==> src/ecppe_pkg.sv <==
// Package with the mode codes, field positions and sizes of the parallel port engine.
package ecppe_pkg;
    localparam logic [2:0] ECPPE_MODE_STD     = 3'h0;
    localparam logic [2:0] ECPPE_MODE_BIDIR   = 3'h1;
    localparam logic [2:0] ECPPE_MODE_PPFIFO  = 3'h2;
    localparam logic [2:0] ECPPE_MODE_ECP     = 3'h3;
    localparam logic [2:0] ECPPE_MODE_EPP     = 3'h4;
    localparam logic [2:0] ECPPE_MODE_TEST    = 3'h6;
    localparam logic [2:0] ECPPE_MODE_CFG     = 3'h7;
    localparam int         ECPPE_FIFO_DEPTH   = 16;
    localparam int         ECPPE_PTR_W        = 4;
    localparam int         ECPPE_CNT_W        = 5;
    localparam int         ECPPE_ENT_W        = 9;
    localparam int         ECPPE_TAG_BIT      = 8;
    localparam int         ECPPE_CMD_BIT      = 7;
    localparam logic [4:0] ECPPE_FIFO_FULL    = 5'h10;
    localparam logic [4:0] ECPPE_CNT_ZERO     = 5'h00;
    localparam logic [4:0] ECPPE_CNT_ONE      = 5'h01;
    localparam logic [3:0] ECPPE_PTR_ONE      = 4'h1;
    localparam logic [7:0] ECPPE_RLC_ONE      = 8'h01;
    localparam logic [7:0] ECPPE_RLC_ZERO     = 8'h00;
    localparam logic [7:0] ECPPE_BYTE_ZERO    = 8'h00;
    localparam logic [8:0] ECPPE_ENT_ZERO     = 9'h000;
endpackage : ecppe_pkg

==> src/ecppe_engine.sv <==
// Parallel port engine: mode decode, forward write and backward read handshakes, expansion.
// Functional notes
// - Forward write puts byte on data, tag on AFD in ECP mode, strobes once BUSY low.
// - Parallel-port FIFO mode ends the strobe itself without waiting for BUSY.
// - ECP mode drops strobe after BUSY high, changes lines after BUSY low.
// - Standard mode: software writes, open-drain controls, forward, FIFO empty, data readback.
// - Bidirectional mode: software cycles, FIFO empty, push-pull controls.
// - Parallel-port FIFO mode: hardware strobe, forced forward, push-pull controls.
// - ECP mode: direction bit steers FIFO, hardware handshakes, push-pull.
// - EPP mode: alternate registers at first offsets; otherwise acts as bidirectional mode.
// - Test mode: FIFO via test port only, no peripheral cycles.
// - Capability configuration registers accessible only in configuration mode.
// - Backward, FIFO not full: read cycle; BUSY high pushes data, low is command.
// - Command with top bit one discarded; top bit zero kept as run count.
// - Byte after a run count is data, pushed count plus one times.
// - Backward in ECP mode, test port reads drain FIFO; other port reads do not.
// - DMA enabled and service bit clear: backward DMA requests, ECP mode only.
// - Backward cycle starts with AFD low; peripheral presents BUSY and byte.
// - On ACK the device raises AFD, latches data after ACK release, lowers AFD.
// - Each expanded push checks FIFO full and waits while full.
// - Leaving FIFO modes cancels DMA requests and abandons expansion.
// - Forward empty flag sets only when the last byte's cycle completes.
// - No zero-wait-state answer during DMA transfers.
// - ECP mode AFD follows tag; parallel-port FIFO mode follows a control bit.
// - Forward with FIFO not empty: pop one byte and start a write cycle.
`timescale 1ns/1ps
module ecppe_engine
    import ecppe_pkg::*;
(
    input  wire logic       ref_clk_i,
    input  wire logic       reset_i,
    input  wire logic [2:0] mode_i,
    input  wire logic       dir_i,
    input  wire logic       dma_en_i,
    input  wire logic       serv_intr_i,
    input  wire logic       sw_strobe_i,
    input  wire logic       sw_autofd_i,
    input  wire logic       sw_init_i,
    input  wire logic       sw_selin_i,
    input  wire logic       data_wr_i,
    input  wire logic [7:0] data_wdata_i,
    input  wire logic       fifo_wr_i,
    input  wire logic       fifo_wr_cmd_i,
    input  wire logic [7:0] fifo_wdata_i,
    input  wire logic       test_fifo_rd_i,
    input  wire logic       other_fifo_rd_i,
    input  wire logic       dma_ack_i,
    input  wire logic       busy_i,
    input  wire logic       ack_n_i,
    input  wire logic [7:0] pd_i,
    output logic      [7:0] pd_o,
    output logic            pd_oe_o,
    output logic            strobe_n_o,
    output logic            strobe_n_oe_o,
    output logic            autofd_n_o,
    output logic            autofd_n_oe_o,
    output logic            init_n_o,
    output logic            init_n_oe_o,
    output logic            selin_n_o,
    output logic            selin_n_oe_o,
    output logic      [7:0] data_rdata_o,
    output logic      [7:0] fifo_rdata_o,
    output logic            fifo_full_o,
    output logic            fifo_empty_o,
    output logic            dma_req_o,
    output logic            zero_wait_o,
    output logic            epp_regs_o,
    output logic            cfg_access_o
);
    typedef enum logic [2:0] {
        ECPPE_IDLE, ECPPE_WR_SETUP, ECPPE_WR_STB, ECPPE_WR_HOLD,
        ECPPE_RD_WAIT_ACK, ECPPE_RD_WAIT_REL, ECPPE_RD_PUSH
    } ecppe_state_t;

    ecppe_state_t     state_ff;
    ecppe_state_t     nxt_state;
    logic [7:0]       data_reg_ff;
    logic [7:0]       pd_ff;
    logic             tag_ff;
    logic             strobe_ff;
    logic             autofd_ff;
    logic             rlc_pend_ff;
    logic [7:0]       rlc_ff;
    logic [2:0]       mode_ff;
    logic             fwd_empty_ff;
    logic [7:0]       fifo_rdata_ff;
    logic [8:0]       pop_data;
    logic             fifo_empty;
    logic [4:0]       fifo_count;

    // Mode decode.
    wire mode_std   = (mode_i == ECPPE_MODE_STD);
    wire mode_ppf   = (mode_i == ECPPE_MODE_PPFIFO);
    wire mode_ecp   = (mode_i == ECPPE_MODE_ECP);
    wire mode_test  = (mode_i == ECPPE_MODE_TEST);
    wire hw_mode    = mode_ppf || mode_ecp;
    wire fifo_mode  = hw_mode || mode_test;
    // Standard and parallel-port FIFO modes force the forward direction.
    wire eff_dir    = (mode_std || mode_ppf) ? 1'b0 : dir_i;
    // The FIFO is held empty outside FIFO modes and on any mode change.
    wire flush      = !fifo_mode || (mode_ff != mode_i);
    wire fwd_run    = hw_mode && !eff_dir;
    wire bwd_run    = mode_ecp && eff_dir;
    wire fifo_full;

    // Host-side pushes go to the FIFO forward or in test mode; the tag marks command bytes.
    wire host_push  = fifo_wr_i && ((fifo_mode && !eff_dir) || mode_test);
    wire eng_push   = (state_ff == ECPPE_RD_PUSH) && !fifo_full;
    wire push       = eng_push || host_push;
    wire [8:0] push_data = eng_push ? {1'b0, pd_ff} : {fifo_wr_cmd_i, fifo_wdata_i};
    // Among host reads only test-port ones drain it, backward in ECP mode or in test mode; backward DMA acks also pop.
    wire host_pop   = test_fifo_rd_i && ((bwd_run) || mode_test) && !other_fifo_rd_i;
    wire eng_pop    = fwd_run && (state_ff == ECPPE_IDLE) && !fifo_empty;
    wire pop        = host_pop || eng_pop || (dma_ack_i && bwd_run);

    ecppe_fifo u_fifo (
        .ref_clk_i   (ref_clk_i),
        .reset_i     (reset_i),
        .flush_i     (flush),
        .push_i      (push),
        .push_data_i (push_data),
        .pop_i       (pop),
        .pop_data_o  (pop_data),
        .full_o      (fifo_full),
        .empty_o     (fifo_empty),
        .count_o     (fifo_count)
    );

    // Handshake sequencer; test mode never starts a peripheral cycle.
    always_comb begin
        nxt_state = state_ff;
        case (state_ff)
            ECPPE_IDLE: begin
                if (eng_pop) begin
                    nxt_state = ECPPE_WR_SETUP;
                end else if (bwd_run && (!fifo_full || rlc_pend_ff)) begin
                    nxt_state = ECPPE_RD_WAIT_ACK;
                end
            end
            ECPPE_WR_SETUP: if (!busy_i) nxt_state = ECPPE_WR_STB;
            ECPPE_WR_STB: begin
                if (mode_ppf) begin
                    nxt_state = ECPPE_IDLE;
                end else if (busy_i) begin
                    nxt_state = ECPPE_WR_HOLD;
                end
            end
            ECPPE_WR_HOLD:     if (!busy_i) nxt_state = ECPPE_IDLE;
            ECPPE_RD_WAIT_ACK: if (!ack_n_i) nxt_state = ECPPE_RD_WAIT_REL;
            ECPPE_RD_WAIT_REL: if (ack_n_i) nxt_state = ECPPE_IDLE;
            ECPPE_RD_PUSH: begin
                if (!fifo_full && (rlc_ff == ECPPE_RLC_ZERO)) nxt_state = ECPPE_IDLE;
            end
            default: nxt_state = ECPPE_IDLE;
        endcase
        // Leaving the FIFO modes abandons any cycle in flight.
        if (!hw_mode) nxt_state = ECPPE_IDLE;
    end

    // A completed read classifies the latched byte.
    wire rd_done  = (state_ff == ECPPE_RD_WAIT_REL) && ack_n_i && hw_mode;
    wire rd_data  = busy_i || rlc_pend_ff;
    wire rd_rlc   = !rd_data && !pd_i[ECPPE_CMD_BIT];

    always_ff @(posedge ref_clk_i or posedge reset_i) begin
        if (reset_i) begin
            state_ff    <= ECPPE_IDLE;
            mode_ff     <= ECPPE_MODE_STD;
            rlc_pend_ff <= 1'b0;
            rlc_ff      <= ECPPE_RLC_ZERO;
        end else begin
            mode_ff  <= mode_i;
            state_ff <= (rd_done && rd_data) ? ECPPE_RD_PUSH : nxt_state;
            if (!hw_mode || flush) begin
                rlc_pend_ff <= 1'b0;
                rlc_ff      <= ECPPE_RLC_ZERO;
            end else if (rd_done) begin
                rlc_pend_ff <= rd_rlc;
                if (rd_rlc) rlc_ff <= pd_i;
            end else if (eng_push && (rlc_ff != ECPPE_RLC_ZERO)) begin
                rlc_ff <= rlc_ff - ECPPE_RLC_ONE;
            end
        end
    end

    // Pins and latched data.
    always_ff @(posedge ref_clk_i or posedge reset_i) begin
        if (reset_i) begin
            data_reg_ff  <= ECPPE_BYTE_ZERO;
            pd_ff        <= ECPPE_BYTE_ZERO;
            tag_ff       <= 1'b0;
            fwd_empty_ff <= 1'b1;
            fifo_rdata_ff<= ECPPE_BYTE_ZERO;
        end else begin
            if (data_wr_i) data_reg_ff <= data_wdata_i;
            if (eng_pop) begin
                pd_ff  <= pop_data[7:0];
                tag_ff <= pop_data[ECPPE_TAG_BIT];
            end else if (rd_done) begin
                pd_ff <= pd_i;
            end
            if (host_pop) fifo_rdata_ff <= pop_data[7:0];
            // Empty only once the FIFO is drained and the last cycle has ended.
            fwd_empty_ff <= fifo_empty && (state_ff == ECPPE_IDLE) && !push;
        end
    end

    wire sw_mode   = !hw_mode;
    wire wr_active = (state_ff == ECPPE_WR_STB);
    // Backward: AFD low at start, high while ACK is asserted.
    wire rd_afd    = (state_ff == ECPPE_RD_WAIT_REL);
    // ECP tag is set for command bytes, driving AFD low; PP FIFO follows the control bit.
    wire fwd_afd_n = mode_ecp ? !tag_ff : sw_autofd_i;
    assign strobe_n_o    = sw_mode ? sw_strobe_i : !wr_active;
    assign autofd_n_o    = sw_mode ? sw_autofd_i : (eff_dir ? rd_afd : fwd_afd_n);
    assign init_n_o      = sw_init_i;
    assign selin_n_o     = sw_selin_i;
    // Standard mode controls are open-drain: enabled only while pulling low.
    assign strobe_n_oe_o = mode_std ? !strobe_n_o : 1'b1;
    assign autofd_n_oe_o = mode_std ? !autofd_n_o : 1'b1;
    assign init_n_oe_o   = mode_std ? !init_n_o   : 1'b1;
    assign selin_n_oe_o  = mode_std ? !selin_n_o  : 1'b1;
    assign pd_o          = hw_mode ? pd_ff : data_reg_ff;
    assign pd_oe_o       = !eff_dir;
    // Standard mode and a clear direction bit read back the written value; a set direction bit outside standard mode reads the pins.
    assign data_rdata_o  = (mode_std || !dir_i) ? data_reg_ff : pd_i;
    assign fifo_rdata_o  = fifo_rdata_ff;
    assign fifo_full_o   = fifo_full;
    assign fifo_empty_o  = fwd_run ? fwd_empty_ff : fifo_empty;
    // Backward DMA only in ECP mode, dropped on any mode change.
    assign dma_req_o     = bwd_run && dma_en_i && !serv_intr_i && !fifo_empty && !flush;
    assign zero_wait_o   = !dma_ack_i && !mode_ff[2] && 1'b0;
    assign epp_regs_o    = (mode_i == ECPPE_MODE_EPP);
    assign cfg_access_o  = (mode_i == ECPPE_MODE_CFG);

    AST_WR_AFTER_BUSY_LOW: assert property (@(posedge ref_clk_i) disable iff (reset_i)
        $rose(state_ff == ECPPE_WR_STB) |-> !$past(busy_i))
        else $error("Strobe asserted while busy was high.");
    AST_PPF_SHORT_STB: assert property (@(posedge ref_clk_i) disable iff (reset_i)
        (state_ff == ECPPE_WR_STB) && mode_ppf |=> !wr_active)
        else $error("Strobe held too long in parallel port FIFO mode.");
    AST_ECP_HOLD: assert property (@(posedge ref_clk_i) disable iff (reset_i)
        (state_ff == ECPPE_WR_HOLD) && mode_ecp && busy_i |=> $stable(pd_ff))
        else $error("Data changed before busy returned low.");
    AST_STD_FWD: assert property (@(posedge ref_clk_i) disable iff (reset_i)
        mode_std |-> pd_oe_o && fifo_empty)
        else $error("Standard mode not forward or FIFO not empty.");
    AST_TEST_NO_CYCLE: assert property (@(posedge ref_clk_i) disable iff (reset_i)
        mode_test |=> state_ff == ECPPE_IDLE)
        else $error("Peripheral cycle in test mode.");
    AST_FULL_NO_READ: assert property (@(posedge ref_clk_i) disable iff (reset_i)
        (state_ff == ECPPE_IDLE) && fifo_full && !rlc_pend_ff |=> state_ff != ECPPE_RD_WAIT_ACK)
        else $error("Read cycle started with FIFO full.");
    AST_DMA_ECP_ONLY: assert property (@(posedge ref_clk_i) disable iff (reset_i)
        dma_req_o |-> mode_ecp && dir_i && !serv_intr_i)
        else $error("DMA request outside backward ECP mode.");
    AST_NO_ZWS: assert property (@(posedge ref_clk_i) disable iff (reset_i)
        dma_ack_i |-> !zero_wait_o)
        else $error("Zero wait state during DMA.");
endmodule : ecppe_engine

==> src/ecppe_fifo.sv <==
// Sixteen-entry FIFO with flush, count and show-ahead output register.
`timescale 1ns/1ps
module ecppe_fifo
    import ecppe_pkg::*;
(
    input  wire logic                   ref_clk_i,
    input  wire logic                   reset_i,
    input  wire logic                   flush_i,
    input  wire logic                   push_i,
    input  wire logic [ECPPE_ENT_W-1:0] push_data_i,
    input  wire logic                   pop_i,
    output logic      [ECPPE_ENT_W-1:0] pop_data_o,
    output logic                        full_o,
    output logic                        empty_o,
    output logic      [ECPPE_CNT_W-1:0] count_o
);
    logic [ECPPE_PTR_W-1:0] wr_ptr_ff;
    logic [ECPPE_PTR_W-1:0] rd_ptr_ff;
    logic [ECPPE_CNT_W-1:0] cnt_ff;
    logic [ECPPE_PTR_W-1:0] nxt_rd_ptr;
    logic [ECPPE_ENT_W-1:0] mem_rd;
    logic [ECPPE_ENT_W-1:0] byp_ff;
    logic                   byp_sel_ff;
    wire                    do_push = push_i && !full_o;
    wire                    do_pop  = pop_i && !empty_o;

    // Reading ahead at the next pointer keeps the head entry visible without a bubble.
    assign nxt_rd_ptr = do_pop ? rd_ptr_ff + ECPPE_PTR_ONE : rd_ptr_ff;
    assign full_o     = (cnt_ff == ECPPE_FIFO_FULL);
    assign empty_o    = (cnt_ff == ECPPE_CNT_ZERO);
    assign count_o    = cnt_ff;
    // A push to the address being read ahead would otherwise show the stale word for a cycle.
    assign pop_data_o = byp_sel_ff ? byp_ff : mem_rd;

    always_ff @(posedge ref_clk_i or posedge reset_i) begin
        if (reset_i) begin
            byp_sel_ff <= 1'b0;
            byp_ff     <= ECPPE_ENT_ZERO;
        end else begin
            byp_sel_ff <= do_push && (wr_ptr_ff == nxt_rd_ptr);
            byp_ff     <= push_data_i;
        end
    end

    ecppe_mem u_mem (
        .ref_clk_i (ref_clk_i),
        .wr_en_i   (do_push),
        .wr_addr_i (wr_ptr_ff),
        .wr_data_i (push_data_i),
        .rd_addr_i (nxt_rd_ptr),
        .rd_data_o (mem_rd)
    );

    always_ff @(posedge ref_clk_i or posedge reset_i) begin
        if (reset_i) begin
            wr_ptr_ff <= '0;
            rd_ptr_ff <= '0;
            cnt_ff    <= ECPPE_CNT_ZERO;
        end else if (flush_i) begin
            wr_ptr_ff <= '0;
            rd_ptr_ff <= '0;
            cnt_ff    <= ECPPE_CNT_ZERO;
        end else begin
            if (do_push) begin
                wr_ptr_ff <= wr_ptr_ff + ECPPE_PTR_ONE;
            end
            rd_ptr_ff <= nxt_rd_ptr;
            if (do_push && !do_pop) begin
                cnt_ff <= cnt_ff + ECPPE_CNT_ONE;
            end else if (do_pop && !do_push) begin
                cnt_ff <= cnt_ff - ECPPE_CNT_ONE;
            end
        end
    end
endmodule : ecppe_fifo

==> src/ecppe_mem.sv <==
// Byte storage of the port FIFO with registered read data.
`timescale 1ns/1ps
module ecppe_mem
    import ecppe_pkg::*;
(
    input  wire logic                   ref_clk_i,
    input  wire logic                   wr_en_i,
    input  wire logic [ECPPE_PTR_W-1:0] wr_addr_i,
    input  wire logic [ECPPE_ENT_W-1:0] wr_data_i,
    input  wire logic [ECPPE_PTR_W-1:0] rd_addr_i,
    output logic      [ECPPE_ENT_W-1:0] rd_data_o
);
    logic [ECPPE_ENT_W-1:0] mem_ff [ECPPE_FIFO_DEPTH];

    always_ff @(posedge ref_clk_i) begin
        if (wr_en_i) begin
            mem_ff[wr_addr_i] <= wr_data_i;
        end
        rd_data_o <= mem_ff[rd_addr_i];
    end
endmodule : ecppe_mem

==> config.mk <==
export PLATFORM = sky130hd
export DESIGN_NAME = ecppe_engine
export DESIGN_NICKNAME = d
export VERILOG_FILES = /design/src/ecppe_pkg.sv /design/src/ecppe_engine.sv /design/src/ecppe_fifo.sv /design/src/ecppe_mem.sv
export SDC_FILE = /design/constraint.sdc
export NUM_CORES = 1
export LEC_CHECK = 0
export BUFFER_PORTS_ARGS = -buffer_cell sky130_fd_sc_hd__buf_2
export CORE_MARGIN = 4
export CORE_UTILIZATION = 40
export DETAILED_ROUTE_END_ITERATION = 7
export GPL_TIMING_DRIVEN = 1
export HOLD_SLACK_MARGIN = 0.08
export SYNTH_ARGS = -nofsm -noshare
export SYNTH_HDL_FRONTEND = slang
export SYNTH_SLANG_ARGS = --single-unit
==> constraint.sdc <==
create_clock -name ref_clk_i -period 4.65 [get_ports ref_clk_i]
set_input_delay 0.465 -clock ref_clk_i [delete_from_list [all_inputs] [get_ports ref_clk_i]]
set_output_delay 0.465 -clock ref_clk_i [all_outputs]
set_load 0.02 [all_outputs]
* Word level (Yosys, flattened, before mapping)
Memories as Yosys holds them, arrays and structs flattened. A register that Yosys moved wholly into a read port is not among the register bits.
Index checks and enable logic that the tools add are counted.
** Storage, ports and cells
- Register bits after elaboration :: 64
- Memory bits (writable) :: 144
- Input port bits :: 44
- Output and inout bits :: 39
- Memories kept :: 1
** Cells by class
- $add $sub $neg :: 5
- Equality and inequality tests :: 22
- Muxes and demuxes :: 43
- Reduce and logical (&&, ||, !) cells :: 73
** Memories
- u_fifo.u_mem.mem_ff :: words 16, width 9, read ports 1, clocked after memory_dff 1, wr ports 1, RTL line ecppe_mem.sv:13 : logic [ECPPE_ENT_W-1:0] mem_ff [ECPPE_FIFO_DEPTH];
** Operators with widths (number)
- $mux W8 :: 8
- $mux W3 :: 11
- $logic_and A1 B1 Y1 :: 28
- $pmux W3 S7 :: 1
- $logic_not A1 Y1 :: 20
- $ne A4 B4 Y1 const B :: 5
- $eq A3 B3 Y1 const B :: 6
- $mux W9 :: 2
- $mux W4 :: 4
- $mux W5 :: 3
- $mux W1 :: 14
- $logic_or A1 B1 Y1 :: 13
- $eq A3 B2 Y1 const B :: 4
- $ne A5 B5 Y1 const B :: 2
- $add A4 B1 Y4 const B :: 2
- $logic_not A8 Y1 :: 1
- $reduce_bool A8 Y1 :: 1
- $sub A8 B1 Y8 const B :: 1
- $reduce_and A7 Y1 :: 1
- $logic_not A3 Y1 :: 2
- $reduce_bool A2 Y1 :: 3
- $reduce_bool A3 Y1 :: 2
- $add A5 B1 Y5 const B :: 1
- $eq A5 B5 Y1 const B :: 1
- other kinds (7) :: 7

* Depth between registers and ports, before layout
Gate-level depths: netlist of the first run.
- Depth after elaboration :: 14
- Gate-level depth with buffers :: 12
- Mapped depth without buffers :: 10

* Hierarchy
From an unflattened synthesis of the first run, not the netlist that was laid out.
** Unflattened totals
- Cell total of the unflattened synthesis :: 679
- Area total of the unflattened synthesis :: 9801.9 µm²
** Modules (own cells, without submodules)
- ecppe_mem :: times used 1, cells each 254, area an instance 5780.5 µm², sequential area each 4504.3 µm²
- ecppe_engine :: times used 1, cells each 301, area an instance 2663.8 µm², sequential area each 1027.2 µm²
- ecppe_fifo :: times used 1, cells each 124, area an instance 1357.6 µm², sequential area each 575.6 µm²

* Worst setup path before layout of the first run
Ideal clock, no wire load.
- Path kind :: input port to flip-flop
- From :: in mode_i[2]
- To :: reg u_fifo.cnt_ff[4] (netlist: u_fifo.count_o[4])
- Arrival :: 2.693 ns
- Required time :: 4.518 ns
- Slack :: 1.825 ns
- Stages :: 12
- Path buffers :: 2
- Cells stage by stage :: buf_2 > o21ai_0 > and3_1 > o21a_1 > clkbuf_1 > nand2_1 > fa_1 > a21o_1 > a21oi_1 > mux2i_1 > xnor2_1 > nor2_1
** On the way
- Longest elaborated chain between the ends :: 14
- Elaborated cells on any way between the ends :: 35
- Those cells by class :: eq/ne: 4; mux: 3; reduce/logical: 28
** RTL lines
- from (decl) :: RTL line ecppe_engine.sv:32 : input wire logic [2:0] mode_i,
- $eq A3 B2 Y1 or $logic_not A3 Y1 (tied branches) :: RTL line ecppe_engine.sv:93, ecppe_engine.sv:92
- $logic_or A1 B1 Y1 :: RTL line ecppe_engine.sv:99 : wire eff_dir = (mode_std || mode_ppf) ? 1'b0 : dir_i;
- $mux W1 :: RTL line ecppe_engine.sv:99
- $logic_and A1 B1 Y1 or $logic_not A1 Y1 (tied branches) :: RTL line ecppe_engine.sv:103, ecppe_engine.sv:102, ecppe_engine.sv:107
- $logic_or A1 B1 Y1 or $logic_and A1 B1 Y1 (tied branches) :: RTL line ecppe_engine.sv:112, ecppe_engine.sv:102
- $logic_and A1 B1 Y1, on equally long branches (2 in a row) :: RTL line ecppe_engine.sv:112, ecppe_engine.sv:113
- $logic_or A1 B1 Y1 (2 in a row) :: RTL line ecppe_engine.sv:114 : wire pop = host_pop || eng_pop || (dma_ack_i && bwd_run);
- $logic_and A1 B1 Y1 :: RTL line ecppe_fifo.sv:25 : wire do_pop = pop_i && !empty_o;
- $logic_not A1 Y1 :: RTL line ecppe_fifo.sv:68 : if (do_push && !do_pop) begin
- $logic_and A1 B1 Y1 :: RTL line ecppe_fifo.sv:68
- $mux W5 :: RTL line ecppe_fifo.sv:68
- $mux W5 :: RTL line ecppe_fifo.sv:59 : end else if (flush_i) begin
- to (signal assigned) :: RTL line ecppe_fifo.sv:69 : cnt_ff <= cnt_ff + ECPPE_CNT_ONE;
- to (signal assigned) :: RTL line ecppe_fifo.sv:71 : cnt_ff <= cnt_ff - ECPPE_CNT_ONE;
- to (decl) :: RTL line ecppe_fifo.sv:19 : logic [ECPPE_CNT_W-1:0] cnt_ff;
Several ways; a longest one is shown, not always the timed one.
A chain may end at the register's enable or synchronous reset.

* Final worst setup path of the first run
- From :: reg u_fifo.cnt_ff[2] (netlist: u_fifo.count_o[2])
- To :: reg u_fifo.cnt_ff[4] (netlist: u_fifo.count_o[4])
** On the way
- Longest elaborated chain between the ends :: 10
- Elaborated cells on any way between the ends :: 21
- Those cells by class :: add/sub: 2; eq/ne: 1; mux: 3; reduce/logical: 15
** RTL lines
- parallel branches: the longest is 10 deep, another holds $sub A5 B1 Y5
Parallel ways; which one is timed is not known. The select of a mux whose other input is x is not followed.

==> flow_summary.json, run 1 <==
{
  "status": "complete, no violations",
  "die-area_sq_mm": 0.03020,
  "post_cts_buffers": 0,
  "ys.flop_type": "edfxtp_1",
  "r2r-end": "u_fifo.count_o[4]$_DFFE_PP0P_",
  "syn2layout_area_growth_pct": 13.59,
  "slowest_stage": "nor4_1",
  "setup_violations": 0,
  "synthAdderAreaFrac_pct": 1.434,
  "layout_setup_ws_ns": 1.274,
  "grt.total_usage_pct": 17.41,
  "r2r_slack_ns": 1.27,
  "synth_top_family_by_area": "multiplexers",
  "nets": 1030,
  "gp_congestion": 0.8319,
  "max_cap_violations": 0,
  "critical_path.max_stage_delay_ns": 0.71,
  "io_pins": 83,
  "clock-sinks": 217,
  "avgViaCountPerCell": 5.715,
  "clk_pin_slew_worst_paths_ns": 0.06,
  "grt_pass1_wl_microns": 42670,
  "htreeDepth": 1,
  "layout-drive-gt1-share_pct": 20.34,
  "cts.hold.buffers_added": 0,
  "ant_nets": 0,
  "synth_top_area_share_pct": 39.34,
  "drt_wl_total_microns": 26880,
  "p_leak_nw": 4.413,
  "die_w_microns": 173.8,
  "peakVddDrop_mv": 0.2566,
  "hold_viol": 0,
  "max_freq_mhz": 296.2,
  "place_ws_ns": 1.221,
  "ys_ff_latch": 217,
  "rsz0062_at_grt": "no",
  "synth-edff-count": 144,
  "power_mw": 4.396,
  "synth.top_cells.by_area": "edfxtp_1 39%, dfrtp_1 14%, mux2i_1 8.4%, mux2_2 4.2%, nand2_1 3.7%",
  "crit_family": "simple AND/OR/NAND/NOR gates",
  "overflow": 0,
  "die_y_microns": 173.8,
  "synth_compound_area_share_pct": 12.82,
  "post_cts_resized": 0,
  "worstPathMaxFanout": 9,
  "synth_cell_types": 71,
  "drtPass1Iterations": 5,
  "cts_buffers": 25,
  "cts_root_buf": "clkbuf_16",
  "r2r_cells": 10,
  "syn_inst": 914,
  "syn_area_sq_mm": 0.01099,
  "dp.cells": 1288,
  "coreArea_sq_mm": 0.02703,
  "yosysWarningCount": 0,
  "crit_required_ns": 5.03,
  "initial_core_util_pct": 40.67,
  "grt_max_degree": 53,
  "final.period_utilization_pct": 72.61,
  "num_antenna_cells": 0,
  "synth_fp_nets": 970,
  "cp_data_arrival_time_ns": 3.76,
  "seq_area_frac_synth_pct": 55.56,
  "path_depth": 10,
  "drtIter0Drc": 579,
  "async_reset_ff_share_pct": 29.49,
  "finalSetupTns_ns": 0,
  "power_density_mw_per_mm2": 352.1,
  "end_kind": "flop",
  "drc": 0,
  "tightest_slew_ns": 1.341,
  "dpl.hpwl_microns": 18520,
  "period_minus_slack_ns": 3.376,
  "io_buffers": 81,
  "fin_skew_ns": 0.01043,
  "row_count": 60,
  "regArea_sq_mm": 0.006111,
  "report.final.slew_viol_count": 0,
  "grt_pass1_vias": 7565,
  "syn_area_per_cell_sq_um": 12.03,
  "worstReg2RegStart": "u_fifo.count_o[2]$_DFFE_PP0P_",
  "critPathKind": "flop to flop",
  "hold_class": "primary input to async pin",
  "synthSimpleGateAreaFrac_pct": 10.65,
  "crit_path_frequent_cell": "nand2_1",
  "fin_cells": 1334,
  "wire_per_inst_microns": 20.15,
  "synth_xor_area_share_pct": 1.264,
  "worstSkewPairLatency_ns": 0.53,
  "worstPathBufferInverterCount": 0,
  "vias": 7624,
  "cts_tree": "yes",
  "cts_buffer_depth": 3,
  "synthMuxAreaShare_pct": 15.21,
  "relSlewSlack_pct": 10.45,
  "fill_cells": 2464,
  "multi_input_area_sq_mm": 0.004557,
  "worstPathCellList": "nor4_1 -> nand2_1 -> o21ai_2 -> nand2_1 -> fa_1 -> a21o_1 -> a21oi_1 -> mux2i_1 -> xnor2_1 -> nor2_1",
  "start_kind": "flop",
  "antenna_found_initial": 0,
  "synth_largest_area_cell": "edfxtp_1"
}
-- power by group --
group,internal (mW),switching [mW]
clock,1.18,0.765
combinational,0.106,0.191
sequential,2.12,0.0390
total,3.40,0.995
-- placed cells by master (no fill, tap or decap), drive strengths merged, types with 5 or more instances in the layout --
cell,n
edfxtp,144
nand2,107
buf,93
mux2i,92
dfrtp,63
nor2,44
clkbuf,42
mux2,41
o21ai,36
a21oi,36
nor3,33
o22ai,24
nand3,18
o22a,16
a211oi,15
inv,14
mux4,12
and2,11
o211ai,11
ha,11
o32ai,9
dfxtp,9
xnor2,9
o221ai,8
a221oi,8
nor2b,7
a31oi,7
and3,6
xor2,6
nand2b,5
nor4,5
nand4,5
and4,5
a21boi,5
-- per-layer routing --
| metal | vias up | GRT usage, % | part of all wire [%] |
|---|---|---|---|
| met5 | - | 0 | 0 |
| met4 | 0 | 3.464 | 1.3 |
| met3 | 30 | 2.465 | 4.8 |
| met2 | 192 | 30.07 | 49 |
| met1 | 3794 | 23.62 | 45 |
| li1 | 3608 | - | - |
-- state kept, by name, indices dropped and copies added, names as in the netlist, 3 cells and up --
register / flops
u_fifo.count_o: 5
data_reg_ff: 8
state_ff: 3
rlc_ff: 8
u_fifo.u_mem.mem_ff: 144
u_fifo.wr_ptr_ff: 4
u_fifo.rd_ptr_ff: 4
u_fifo.byp_ff: 9
pd_ff: 8
fifo_rdata_o: 8
mode_ff: 3
u_fifo.u_mem.rd_data_o: 9
-- cell families after synthesis --
| kind of cell | after synthesis |
|---|---|
| buffers and inverters | 75 |
| adders and majority gates | 12 |
| xor gates and xnor gates | 15 |
| AOI/OAI and AO/OA | 196 |
| DFF | 217 |
| and+or+nand+nor | 253 |
| muxes | 145 |
| other | 1 |
-- Yosys cell counts, types with 3 or more instances --
| library cell | n |
|---|---|
| nand4_1 | 5 |
| buf_6 | 3 |
| a21oi_1 | 34 |
| a211oi_2 | 5 |
| nor4_1 | 5 |
| nor2b_1 | 7 |
| a31oi_1 | 6 |
| nand3_1 | 18 |
| and2_1 | 11 |
| inv_1 | 13 |
| dfxtp_1 | 9 |
| mux4_2 | 7 |
| o32ai_1 | 9 |
| nor3_1 | 33 |
| a211oi_1 | 10 |
| xnor2_1 | 8 |
| mux2i_1 | 92 |
| clkbuf_1 | 35 |
| ha_1 | 11 |
| xor2_1 | 6 |
| and4_1 | 5 |
| dfrtp_1 | 63 |
| mux2_2 | 41 |
| buf_1 | 7 |
| a21boi_0 | 4 |
| o211ai_1 | 11 |
| buf_2 | 11 |
| o22a_1 | 16 |
| a221oi_1 | 8 |
| buf_4 | 4 |
| o221ai_1 | 8 |
| o22ai_1 | 24 |
| nand2_1 | 107 |
| and3_1 | 6 |
| nor2_1 | 43 |
| edfxtp_1 | 144 |
| o21ai_0 | 35 |
| nand2b_1 | 5 |
| mux4_1 | 5 |
-- worst max-delay path by stage --
stage	startpoint	endpoint	slack [ns]
floorplan	mode_i[2]	u_fifo.count_o[4]$_DFFE_PP0P_	1.82
finish	u_fifo.count_o[2]$_DFFE_PP0P_	u_fifo.count_o[4]$_DFFE_PP0P_	1.27
global route	u_fifo.count_o[2]$_DFFE_PP0P_	u_fifo.count_o[4]$_DFFE_PP0P_	0.92
detailed placement	mode_i[0]	u_fifo.u_mem.rd_data_o[1]$_DFF_P_	1.22
CTS	u_fifo.count_o[2]$_DFFE_PP0P_	u_fifo.count_o[4]$_DFFE_PP0P_	1.28
global placement	mode_i[0]	u_fifo.u_mem.rd_data_o[5]$_DFF_P_	1.34
-- stage by stage --
step	hold WS, ns	utilization (%)	area (sq um)
global placement	0.4812	43.09	11650
floorplan	0.4444	-	10990
finish	0.1304	46.20	12490
detailed placement	0.4741	43.09	11650
global route	0.1547	46.20	12490
CTS	0.1407	46.20	12490
-- area by class of cell --
cell class                 count  area share, %
timing repair buffer          93          3.968
multi-input combinational    622          36.50
sequential                   217          48.94
clock inverter                 4         0.3006
inverter                      15         0.4509
clock buffer                  42          6.424
tap                          341          3.417
(Power assumes the default switching activity.)
==> run 2: changes to the inputs <==
==> constraint.sdc (replaced) <==
create_clock -name ref_clk_i -period 3.3 [get_ports ref_clk_i]
set_input_delay 0.33 -clock ref_clk_i [delete_from_list [all_inputs] [get_ports ref_clk_i]]
set_output_delay 0.33 -clock ref_clk_i [all_outputs]
set_load 0.02 [all_outputs]
==> flow_summary.json, run 2 (synthesized netlist as in run 1, its figures left out) <==
{
  "status": "complete, no violations",
  "drc": 0,
  "io_buffers": 81,
  "syn2layout_area_growth_pct": 15.69,
  "avgViaCountPerCell": 5.638,
  "worstPathBufferInverterCount": 3,
  "crit_family": "compound AO/OA/AOI/OAI gates",
  "critPathKind": "primary input to flop",
  "hold_class": "primary input to flop",
  "grt_pass1_wl_microns": 43990,
  "max_freq_mhz": 344.2,
  "cts_tree": "yes",
  "period_minus_slack_ns": 2.905,
  "final_common_cell": "edfxtp_1",
  "nets": 1062,
  "max_cap_violations": 0,
  "dp.cells": 1308,
  "layout-drive-gt1-share_pct": 21.78,
  "finalSetupTns_ns": 0,
  "place_ws_ns": 0.2848,
  "end_kind": "flop",
  "worstPathMaxFanout": 18,
  "top_register": "u_fifo.u_mem.mem_ff",
  "critical_path.max_stage_delay_ns": 0.69,
  "cts_buffers": 25,
  "htreeDepth": 1,
  "num_antenna_cells": 0,
  "highest_layer": "met4",
  "drtPass1Iterations": 5,
  "met1_length_microns": 12390,
  "hp-start": "pd_i[0]",
  "worstPathCellList": "dlygate4sd3_1 -> buf_2 -> nand3b_1 -> a211o_1 -> buf_4 -> a2111oi_2 -> a31oi_1 -> a21oi_1 -> nand3_1 -> o211ai_1",
  "ant_nets": 0,
  "hold_viol": 0,
  "dpl.hpwl_microns": 19100,
  "wl_met2_microns": 13600,
  "clock-sinks": 217,
  "rsz0062_at_grt": "no",
  "p_leak_nw": 4.538,
  "report.final.slew_viol_count": 0,
  "tightest_slew_ns": 0.8191,
  "grt_pass1_vias": 7799,
  "final.period_utilization_pct": 88.04,
  "r2r_slack_ns": 0.41,
  "die-area_sq_mm": 0.03020,
  "power_density_mw_per_mm2": 480.4,
  "antenna_found_initial": 0,
  "initial_core_util_pct": 40.67,
  "worstReg2RegStart": "state_ff[1]$_DFFE_PP0P_",
  "overflow": 0,
  "largest_register_ffs": 144,
  "mostFrequentLayoutCells": "144 x edfxtp_1, 107 x nand2_1, 92 x mux2i_1",
  "worstSkewPairLatency_ns": 0.51,
  "slowest_stage": "a21oi_1",
  "wire_per_inst_microns": 20.42,
  "wl_met3_microns": 1409,
  "cts_root_buf": "clkbuf_16",
  "startpoint": "mode_i[2]",
  "start_kind": "primary input",
  "drtIter0Drc": 599,
  "fill_cells": 2402,
  "row_count": 60,
  "coreArea_sq_mm": 0.02703,
  "die_y_microns": 173.8,
  "layout_setup_ws_ns": 0.3947,
  "relSlewSlack_pct": 45.40,
  "crit_required_ns": 3.73,
  "grt.total_usage_pct": 17.97,
  "top_regs": "u_fifo.u_mem.mem_ff x144, u_fifo.byp_ff x9, u_fifo.u_mem.rd_data_o x9",
  "setup_violations": 0,
  "die_w_microns": 173.8,
  "cts_buffer_depth": 3,
  "drt_wl_total_microns": 27880,
  "cp_data_arrival_time_ns": 3.33,
  "grt_max_degree": 58,
  "fin_cells": 1365,
  "peakVddDrop_mv": 0.3410,
  "vias": 7696,
  "fin_skew_ns": 0.01044,
  "io_pins": 83,
  "clk_pin_slew_worst_paths_ns": 0.06,
  "gp_congestion": 0.8443
}
[run 2: final cells by class]
cell class	instances	area (sq um)	share of cell area (%)
Clock buffer	31	689.4	5.422
Clock inverter	14	100.1	0.7872
Inverter	15	56.30	0.4428
Multi-Input combinational cell	622	4557	35.84
Sequential cell	217	6111	48.06
Tap cell	341	426.7	3.355
Timing Repair Buffer	125	775.7	6.101
[run 2: timing repair]
action / 4_1_cts / 5_1_grt
hold buffers: 11 / 0
endpoints found under the setup margin: 0 / 1
resized for setup: 0 / 0
hold endpoints to repair: 42 / 0
buffers inserted: 0 / 1
[run 2: routing by layer]
layer / vias up / GRT usage, %
li1: 3670 / -
met1: 3777 / 23.97
met2: 207 / 30.73
met3: 42 / 3.162
met4: 0 / 4.223
met5: - / 0
[run 2: worst register-to-register path, cell delays in order, from the launching register on]
cell and delay, ns:
dfrtp_1 0.45, or3_4 0.43, o32a_4 0.37, a21oi_4 0.23
buf_4 0.29, buf_4 0.28, nor3_1 0.07, o32ai_1 0.43
a211oi_2 0.17, o211ai_1 0.11
[run 2: metrics by stage]
stage / area [sq um] / util (%) / total power [mW] / hold slack (ns)
final: 12720 / 47.05 / 6.108 / 0.1309
after global routing: 12720 / 47.05 / 6.350 / 0.1554
after CTS: 12710 / 47.02 / 6.175 / 0.1078
after detailed placement: 11810 / 43.69 / 3.529 / 0.4734
after global placement: 11810 / 43.69 / 3.520 / 0.4629
after floorplan: 10990 / - / 3.351 / 0.3614
[run 2: final timing paths]
| check | cells after the start | end |
|---|---|---|
| max | 10 | u_fifo.u_mem.rd_data_o[6]$_DFF_P_ |
| min | 3 | pd_ff[0]$_DFFE_PP0P_ |
| max reg2reg | 9 | u_fifo.u_mem.rd_data_o[6]$_DFF_P_ |
| min reg2reg | 2 | fifo_rdata_o[7]$_DFFE_PP0P_ |
| max in group asynchronous | 4 | fwd_empty_ff$_DFF_PP1_ |
| min in group asynchronous | 3 | data_reg_ff[3]$_DFFE_PP0P_ |
[run 2: report_power, final]
part	internal [mW]	switching [mW]
Clock	1.56	1.07
Sequential	2.98	0.0514
Combinational	0.165	0.278
